--- src/rtl/valve_stepper_defs.vh ---
// Constants for the expansion valve stepper phase sequencer
// Contract
// - Four states: 1=A+D, 2=A+B, 3=B+C, 4=C+D; other phases off.
// - Close steps 1,2,3,4,1; open steps 4,3,2,1,4.
// - All phase outputs off whenever no opening change is commanded; the code holds the last step's pattern one interval before switching off.
// - At power-on issue 2200 closing steps, then call that position zero.
// - Opening is set by net step count, linear per step.
// - Pulses sequence across four coils; direction only by traversal order.
// - Never skip a state nor energize a phase outside its state.
`ifndef VALVE_STEPPER_DEFS_VH
`define VALVE_STEPPER_DEFS_VH
`define CLK_PERIOD_NS 5
`define STEP_INTERVAL_US 2000
`define STEP_INTERVAL_CYC ((`STEP_INTERVAL_US * 1000) / `CLK_PERIOD_NS)
`define HOME_STEPS 12'h0898
`define POS_WIDTH 12
`define PHASE_S1 4'h9
`define PHASE_S2 4'h3
`define PHASE_S3 4'h6
`define PHASE_S4 4'hC
`define PHASE_OFF 4'h0
`define IDX_HOME_START 2'h3
`define POS_ORIGIN 12'h000
`endif

--- src/rtl/step_tick_gen.v ---
// Step rate divider producing a one-cycle enable pulse
`timescale 1ns/100ps
module step_tick_gen #(
   parameter [31:0] INTERVAL = 32'h0006_1a80
) (
   input wire core_clk, // System clock
   input wire rstn, // Synchronous reset, active low
   input wire run, // Counting allowed; held at zero otherwise
   output reg tick // One-cycle step enable
);
   reg [31:0] cnt_reg;
   always @(posedge core_clk) begin
      if (!rstn || !run) begin
         cnt_reg <= 32'h0000_0000;
         tick <= 1'b0;
      end else if (cnt_reg >= INTERVAL - 32'h0000_0001) begin
         cnt_reg <= 32'h0000_0000;
         tick <= 1'b1;
      end else begin
         cnt_reg <= cnt_reg + 32'h0000_0001;
         tick <= 1'b0;
      end
   end
endmodule

--- src/rtl/valve_stepper_phase_sequencer.v ---
// Four-phase stepper sequencer for the electronic expansion valve
`timescale 1ns/100ps
`include "valve_stepper_defs.vh"
module valve_stepper_phase_sequencer #(
   parameter [31:0] STEP_INTERVAL = `STEP_INTERVAL_CYC,
   parameter [11:0] HOME_STEPS = `HOME_STEPS
) (
   input wire core_clk, // System clock, 200 MHz
   input wire rstn, // Synchronous reset, active low
   input wire [11:0] target_pos, // Commanded opening in steps from closed
   output reg [3:0] expansion_valve_motor, // Coil phases A..D in bits 0..3
   output reg [11:0] position, // Current opening in steps
   output reg homing, // Power-on close run in progress
   output reg moving // A step run is active
);
   localparam [2:0] ST_HOME = 3'b001;
   localparam [2:0] ST_IDLE = 3'b010;
   localparam [2:0] ST_MOVE = 3'b100;

   // Coil pattern of an excitation state; index 0..3 stands for states 1..4
   function [3:0] phase_of;
      input [1:0] idx;
      begin
         case (idx)
            2'h0: phase_of = `PHASE_S1;
            2'h1: phase_of = `PHASE_S2;
            2'h2: phase_of = `PHASE_S3;
            default: phase_of = `PHASE_S4;
         endcase
      end
   endfunction

   // One state on in the closing order, 4 wraps to 1
   function [1:0] idx_close;
      input [1:0] idx;
      begin
         idx_close = idx + 2'h1;
      end
   endfunction

   // One state on in the opening order, 1 wraps to 4
   function [1:0] idx_open;
      input [1:0] idx;
      begin
         idx_open = idx - 2'h1;
      end
   endfunction

   reg [2:0] state_reg;
   reg [2:0] state_next;
   reg [1:0] idx_reg;
   reg [1:0] idx_next;
   reg [11:0] home_cnt_reg;
   reg [11:0] home_cnt_next;
   reg [11:0] pos_reg;
   reg [11:0] pos_next;
   reg energized_reg;
   reg energized_next;
   reg [3:0] motor_next;
   wire tick;
   wire run;
   wire want_close;
   wire want_open;
   wire home_done;
   wire step_home;
   wire step_close;
   wire step_open;

   assign want_close = (target_pos < pos_reg);
   assign want_open = (target_pos > pos_reg);
   assign home_done = (home_cnt_reg == HOME_STEPS);
   assign run = (state_reg != ST_IDLE);
   // A step is issued only on a divider tick
   assign step_home = (state_reg == ST_HOME) && tick && !home_done;
   assign step_close = (state_reg == ST_MOVE) && tick && want_close;
   assign step_open = (state_reg == ST_MOVE) && tick && want_open;

   // Divider restarts with each run, so a full interval precedes the first step
   step_tick_gen #(.INTERVAL(STEP_INTERVAL)) u_tick (
      .core_clk(core_clk),
      .rstn(rstn),
      .run(run),
      .tick(tick)
   );

   always @* begin
      state_next = state_reg;
      case (state_reg)
         ST_HOME: begin
            // Leave only after the last homing step has stood a full interval
            if (tick && home_done) begin
               state_next = ST_IDLE;
            end
         end
         ST_IDLE: begin
            if (want_close || want_open) begin
               state_next = ST_MOVE;
            end
         end
         ST_MOVE: begin
            // The final step keeps its pattern for a full interval, else the rotor misses it
            if (tick && !want_close && !want_open) begin
               state_next = ST_IDLE;
            end
         end
         default: begin
            state_next = ST_HOME;
         end
      endcase
   end

   always @* begin
      idx_next = idx_reg;
      if (step_home || step_close) begin
         idx_next = idx_close(idx_reg);
      end else if (step_open) begin
         idx_next = idx_open(idx_reg);
      end
   end

   always @* begin
      home_cnt_next = home_cnt_reg;
      if (step_home) begin
         home_cnt_next = home_cnt_reg + 12'h001;
      end
   end

   always @* begin
      pos_next = pos_reg;
      if (state_reg == ST_HOME) begin
         pos_next = `POS_ORIGIN;
      end else if (step_close) begin
         if (pos_reg != 12'h000) begin
            pos_next = pos_reg - 12'h001;
         end
      end else if (step_open) begin
         pos_next = pos_reg + 12'h001;
      end
   end

   always @* begin
      energized_next = energized_reg;
      if (state_next == ST_IDLE) begin
         energized_next = 1'b0;
      end else if (step_home || step_close || step_open) begin
         energized_next = 1'b1;
      end
   end

   always @* begin
      motor_next = `PHASE_OFF;
      if (energized_next) begin
         motor_next = phase_of(idx_next);
      end
   end

   always @(posedge core_clk) begin
      if (!rstn) begin
         state_reg <= ST_HOME;
      end else begin
         state_reg <= state_next;
      end
   end

   always @(posedge core_clk) begin
      if (!rstn) begin
         idx_reg <= `IDX_HOME_START;
      end else begin
         idx_reg <= idx_next;
      end
   end

   always @(posedge core_clk) begin
      if (!rstn) begin
         home_cnt_reg <= 12'h000;
      end else begin
         home_cnt_reg <= home_cnt_next;
      end
   end

   always @(posedge core_clk) begin
      if (!rstn) begin
         pos_reg <= `POS_ORIGIN;
      end else begin
         pos_reg <= pos_next;
      end
   end

   always @(posedge core_clk) begin
      if (!rstn) begin
         energized_reg <= 1'b0;
      end else begin
         energized_reg <= energized_next;
      end
   end

   // Outputs load the next values so that pins and internal state agree
   always @(posedge core_clk) begin
      if (!rstn) begin
         expansion_valve_motor <= `PHASE_OFF;
      end else begin
         expansion_valve_motor <= motor_next;
      end
   end

   always @(posedge core_clk) begin
      if (!rstn) begin
         position <= `POS_ORIGIN;
      end else begin
         position <= pos_next;
      end
   end

   always @(posedge core_clk) begin
      if (!rstn) begin
         homing <= 1'b1;
      end else begin
         homing <= (state_next == ST_HOME);
      end
   end

   always @(posedge core_clk) begin
      if (!rstn) begin
         moving <= 1'b0;
      end else begin
         moving <= (state_next == ST_MOVE);
      end
   end
endmodule

--- config.mk ---
export PLATFORM = sky130hd
export DESIGN_NAME = valve_stepper_phase_sequencer
export DESIGN_NICKNAME = d
export VERILOG_FILES = /design/src/rtl/step_tick_gen.v /design/src/rtl/valve_stepper_phase_sequencer.v
export VERILOG_INCLUDE_DIRS = /design/src /design/src/rtl
export SDC_FILE = /design/constraint.sdc
export NUM_CORES = 1
export LEC_CHECK = 0
export ABC_AREA = 0
export BUFFER_PORTS_ARGS = -buffer_cell sky130_fd_sc_hd__buf_2
export CAP_MARGIN = 15
export CORE_ASPECT_RATIO = 0.9
export CORE_UTILIZATION = 40
export DETAILED_ROUTE_END_ITERATION = 6
export GPL_ROUTABILITY_DRIVEN = 1
export HOLD_SLACK_MARGIN = 0.05
export PLACE_DENSITY = 0.7
export SYNTH_ARGS = -nofsm -noshare
export SYNTH_HDL_FRONTEND = slang
export SYNTH_SLANG_ARGS = --single-unit
--- constraint.sdc ---
create_clock -name core_clk -period 3.7 [get_ports core_clk]
set_input_delay 0.74 -clock core_clk [delete_from_list [all_inputs] [get_ports core_clk]]
set_output_delay 0.74 -clock core_clk [all_outputs]
set_load 0.02 [all_outputs]
==> flow_summary_export.csv, run 1 <==
group,metric,value,unit
critical_path,critPathLaunchType,"input pin",
finish,area_delta_synth_final,22.5,%
yosys,synth_seq_area_share,0.392,
sta,hold_viol,0,
yosys,synth_top_area_cell,"dfxtp_1",
global_route,grt_pass1_vias,2757,
critical_path,r2r.worst_path.cells,16,
sta,period_share,0.948,
clock_network,h-tree-depth,3,
min_path,whs_path_depth,1,
clock_network,cts_buffers,9,
sta,slew_viol_final,0,
clock_network,cts_tree,"yes",
drt,viasPerCell,4.92,
drt,routed_wl,7050,um
min_path,hold_path.class,"reg -> reg",
sta,slew_headroom,0.516,
flow_run,maxCapViolations,0,
yosys,ys.flop_type,"dfxtp_1",
critical_path,r2r-start,"position[1]$_SDFFE_PP0P_",
drt,wire_per_inst,11.7,um
die,fp.coreArea,8570,um2
critical_path,worstSetupPathType,"in -> reg",
clock_network,clk_pin_slew_worst_paths,80,ps
sta,final-setup-viol-count,0,
place,place_inst,584,
finish,seq_area,1380,um2
drt,num_vias,2952,
finish,fin_util,0.503,
clock_network,postCtsHoldBufs,0,
die,die_area,9180,um2
finish,fin_cells,600,
die,io_pins,32,
yosys,ys_top_cells_by_area,"dfxtp_1, ha_1, xnor2_1",
clock_network,clock-root-buffer,"clkbuf_8",
global_route,grt_max_degree,24,
finish,design_area,4310,um2
finish,final_common_cell,"dfxtp_1",
die,rows,32,
critical_path,path_max_fanout,6,
sta,fin_hold_ws,460,ps
sta,worst_pin_slew,720,ps
power,leakage,1.74,nW
die,dieWidth,101,um
critical_path,endpoint_kind,"register",
yosys,syn_area,3520,um2
sta,min_period,3510,ps
drt,drc,1,
critical_path,reg2reg_to,"position[11]$_SDFFE_PP0P_",
yosys,ys_warn_count,0,
critical_path,cp_cell_sequence,"buf_2 -> ha_1 -> nor2b_1 -> o211ai_1 -> a211oi_2 -> nor3_2 -> nand2_2 -> inv_4 -> ha_4 -> and3_1 -> a221o_1 -> or4_1 -> o221ai_2 -> xnor2_1 -> a21oi_1 -> a311oi_1",
place,port_buffers,31,
global_route,antenna_found_initial,0,
power,ir_worst_vdd,169,uV
clock_network,clockBufferDepth,2,
critical_path,critPathBufInv,2,
clock_network,cts_sinks,69,
yosys,yosysTopAreaCellShare,0.392,
clock_network,post_cts_buffers,0,
global_route,grt_pass1_wl,12200,um
sta,max_freq,285,MHz
yosys,ys_seq_elements,69,
critical_path,crit_arrival,3770,ps
place,place_hpwl,5370,um
critical_path,r2r_setup_slack,290,ps
finish,fillers,823,
finish,layout_common_cells,"dfxtp_1, nor2_1, nand2_1",
finish,nNetsFinal,520,
yosys,synthDistinctLibCells,50,
run_status,status,"finished with violations",
sta,clock_skew,11.8,ps
critical_path,required,3960,ps
drt,dr.pass1.iters,6,
yosys,syn_area_per_cell,8.76,um2
clock_network,cts_resized,0,
yosys,synth_edf_count,0,
finish,multi_input_area,2130,um2
power,power,1.49,mW
finish,layout-drive-gt1-share,0.198,
drt,ant_nets,0,
critical_path,critPathTopFamily,"simple AND/OR/NAND/NOR gates",
die,start_util,0.411,
power,p_per_area,345,nW/um2
die,die_height,91.0,um
drt,drtIter0Drc,77,
global_route,grt-ovfl-total,0,
yosys,syn_inst,402,
min_path,worstHoldStart,"u_tick.cnt_reg[0]$_SDFF_PP0_",
critical_path,slowest_delay,420,ps
clock_network,clock_latency,350,ps
min_path,hold_end,"u_tick.cnt_reg[0]$_SDFF_PP0_",
finish,largest_reg_flops,32,
critical_path,slowest_stage,"or4_1",
yosys,synth_async_sr_flop_share,0,
place,place_congestion,0.886,
place,place_area,4100,um2
finish,n_antenna_cell,0,
global_route,grtUsageTotal,0.168,
run_status,violations,"design-rule violations",
worst max path at each step:
stage / startpoint / endpoint / slack [ps] / cells after the start
final: target_pos[1] / position[11]$_SDFFE_PP0P_ / 190 / 16
after global routing: target_pos[1] / position[11]$_SDFFE_PP0P_ / -5 / 16
after CTS: target_pos[1] / position[11]$_SDFFE_PP0P_ / 200 / 16
after detailed placement: target_pos[1] / position[11]$_SDFFE_PP0P_ / -160 / 16
after global placement: target_pos[1] / position[11]$_SDFFE_PP0P_ / -90 / 16
after floorplan: target_pos[1] / position[11]$_SDFFE_PP0P_ / -110 / 15
through the flow:
stage | setup TNS [ps] | worst slack [ps]
6_report | 0 | 193
5_1_grt | -4.58 | -4.58
4_1_cts | 0 | 198
3_5_place_dp | -347 | -160
3_3_place_gp | -90.8 | -90.8
2_1_floorplan | -115 | -115
metal layers:
layer  vias up  wire (um)  track usage
met2        49       3220        0.266
met4         0        132       0.0773
li1       1519          -            -
met1      1374       3440        0.217
met5         -          0            0
met3        10        251       0.0362
logic make-up after synthesis:
| group | Yosys count | share of synthesized area |
|---|---|---|
| flip-flops | 69 | 0.392 |
| XOR/XNOR | 36 | 0.0917 |
| other | 1 | 0.00107 |
| AND/OR/NAND/NOR | 165 | 0.237 |
| multiplexers | 4 | 0.0132 |
| adder cells (fa/ha/maj) | 30 | 0.109 |
| AO/OA/AOI/OAI | 66 | 0.122 |
| buffers and inverters | 31 | 0.0338 |
area by class of cell:
type,instances,area share
multi-input combinational,314,0.494
sequential,69,0.321
timing repair buffer,58,0.0830
tap,119,0.0345
clock buffer,11,0.0328
inverter,24,0.0215
clock inverter,5,0.0136
cell usage after synthesis, types with 2 or more instances:
library cell,count
nor2b_1,6
buf_2,2
a21boi_0,3
xnor2_1,22
nand2b_1,9
xor2_1,13
clkbuf_1,5
or2_2,2
dfxtp_1,69
nor4_1,6
a31oi_1,2
mux2i_1,2
nor3_1,10
nand2_1,40
nand3_1,10
a21o_1,5
a21oi_1,26
o21ai_0,15
a211oi_1,3
and3b_1,2
and2_1,9
or3_1,5
nor2_1,44
ha_1,29
inv_1,23
o31ai_1,3
and3_1,5
nand4_1,10
power breakdown:
group	total (mW)	internal (mW)	leakage [nW]	switching, mW
combinational	0.0948	0.0432	1.09	0.0516
clock	0.621	0.331	0.0959	0.290
sequential	0.771	0.762	0.564	0.00956
total	1.49	1.14	1.74	0.351
Note: power is estimated with default switching activity, not from simulation.
==> run 2: changes to the inputs <==
Settings changed: CORE_MARGIN set to 2, PLACE_DENSITY 0.7 to 0.67.
Clock period 3.7 ns to 3.5 ns, I/O delays scaled along.
==> run 2 against run 1 <==
Compared with the run above: the run now ends clean; clock power up 4.5%; first-iteration DRC count up 65%; global-route usage decreased by 0.19 points; via count rose by 2.2%; critical path type unchanged.
==> flow_summary_export.csv, run 2 (synthesis results as in run 1) <==
group,metric,value,unit
die,die_area,9570,um2
finish,layout_common_cells,"dfxtp_1, nor2_1, buf_4",
flow_run,maxCapViolations,0,
drt,dr.pass1.iters,4,
global_route,grt_pass1_vias,2877,
critical_path,endpoint_kind,"register",
drt,ant_nets,0,
sta,hold_viol,0,
place,pre_cts_ws,-304,ps
global_route,antenna_found_initial,0,
sta,clock_skew,15.4,ps
critical_path,r2r-start,"position[1]$_SDFFE_PP0P_",
finish,fin_util,0.521,
power,power,1.57,mW
finish,fin_cells,615,
clock_network,clock_latency,350,ps
critical_path,crit_path_start,"target_pos[7]",
die,io_pins,32,
finish,area_delta_synth_final,26.7,%
power,seq_power_share,0.519,
place,place_congestion,0.893,
critical_path,path_max_fanout,7,
sta,final-setup-viol-count,0,
critical_path,critPathCapture,"position[11]$_SDFFE_PP0P_",
clock_network,clockBufferDepth,2,
sta,min_period,3420,ps
critical_path,required,3750,ps
die,die_height,93.0,um
critical_path,crit_arrival,3670,ps
place,place_hpwl,5730,um
finish,nNetsFinal,535,
power,p_per_area,352,nW/um2
sta,worst_pin_slew,696,ps
power,pwr-share-comb,0.068,
place,place_area,4190,um2
sta,setup_ws,75.7,ps
die,start_util,0.411,
global_route,grt_pass1_wl,12600,um
drt,viasPerCell,4.90,
power,ir_worst_vdd,206,uV
power,p_int,1.19,mW
critical_path,r2r_setup_slack,140,ps
finish,largest_reg_flops,32,
power,switching_share,0.246,
clock_network,h-tree-depth,3,
clock_network,clk_pin_slew_worst_paths,80,ps
die,dieWidth,103,um
clock_network,clock-root-buffer,"clkbuf_8",
power,switchingPower,0.386,mW
power,leakage,1.83,nW
drt,routed_wl,7590,um
global_route,grt_max_degree,24,
place,place_inst,596,
finish,final_common_cell,"dfxtp_1",
die,rows,32,
min_path,hold_path.class,"reg -> reg",
critical_path,r2r.worst_path.cells,17,
clock_network,cts_tree,"yes",
finish,design_area,4460,um2
drt,wire_per_inst,12.3,um
finish,layout-drive-gt1-share,0.236,
clock_network,cts_sinks,69,
die,fp.coreArea,8570,um2
critical_path,reg2reg_to,"position[11]$_SDFFE_PP0P_",
place,port_buffers,31,
sta,slew_headroom,0.536,
finish,n_antenna_cell,0,
clock_network,cts_buffers,9,
critical_path,critPathLaunchType,"input pin",
run_status,status,"completed",
sta,slew_viol_final,0,
global_route,grtUsageTotal,0.166,
critical_path,worstSetupPathType,"in -> reg",
power,pwr-share-clk,0.413,
drt,drtIter0Drc,127,
drt,drc,0,
global_route,grt-ovfl-total,0,
sta,period_share,0.978,
sta,max_freq,292,MHz
drt,num_vias,3016,
==> run 2: changes by cell type in the layout (fill, tap and decap cells not counted), sizes merged <==
cell / delta
buf: +15
clkbuf: -2
clkinv: +4
clkinvlp: -1
inv: -1
==> run 2: critical path, cell delays in order <==
cell and delay, ps:
buf_2 100, ha_1 320, nand4_1 180, a211oi_2 270
nor3_2 90, nand2_2 110, clkinv_4 120, buf_6 140
ha_2 160, a21o_1 190, a221o_1 330, or4_4 420
o221ai_2 80, xnor2_1 160, a21oi_1 90, a311oi_1 230
==> run 2: how the worst min path moves through the flow <==
stage	startpoint	slack [ps]	depth (start not counted)	endpoint
floorplan	u_tick.cnt_reg[0]$_SDFF_PP0_	430	1	u_tick.cnt_reg[0]$_SDFF_PP0_
global placement	u_tick.cnt_reg[0]$_SDFF_PP0_	440	1	u_tick.cnt_reg[0]$_SDFF_PP0_
detailed placement	u_tick.cnt_reg[0]$_SDFF_PP0_	460	1	u_tick.cnt_reg[0]$_SDFF_PP0_
CTS	u_tick.cnt_reg[0]$_SDFF_PP0_	480	1	u_tick.cnt_reg[0]$_SDFF_PP0_
global route	u_tick.cnt_reg[0]$_SDFF_PP0_	520	1	u_tick.cnt_reg[0]$_SDFF_PP0_
finish	u_tick.cnt_reg[0]$_SDFF_PP0_	470	1	u_tick.cnt_reg[0]$_SDFF_PP0_
==> run 2: timing repair <==
action | in CTS | in global routing
buffers inserted | 0 | 3
resized for setup | 0 | 15
hold buffers | 0 | 0
setup endpoints to repair | 0 | 6
==> run 2: area by class of cell <==
class                      count  area (um2)
tap                          119         149
clock buffer                   9         124
fill                         804        4110
multi-input combinational    314        2160
clock inverter                 7        73.8
inverter                      24        95.1
timing repair buffer          73         480
sequential                    69        1380
==> run 2: per-stage QoR <==
stage / TNS, ps / hold slack (ps)
after floorplan: -275 / 430
after global placement: -1040 / 443
after detailed placement: -1370 / 459
after CTS: 0 / 477
after global routing: -16.7 / 524
final: 0 / 468
==> run 2: power groups by stage <==
stage / clock network (mW) / registers (mW) / logic [mW]
2_1_floorplan: 0 / 0.841 / 0.0638
6_report: 0.649 / 0.816 / 0.107
3_3_place_gp: 0 / 0.833 / 0.0981
5_1_grt: 0.704 / 0.818 / 0.121
3_5_place_dp: 0 / 0.834 / 0.104
4_1_cts: 0.663 / 0.816 / 0.105
==> run 2: metal layers <==
metal,track usage,routed length [um],vias to the layer above
met4,0.0504,83,0
met3,0.0523,369,7
met5,0,0,-
met1,0.207,3610,1399
met2,0.273,3520,60
li1,-,-,1550
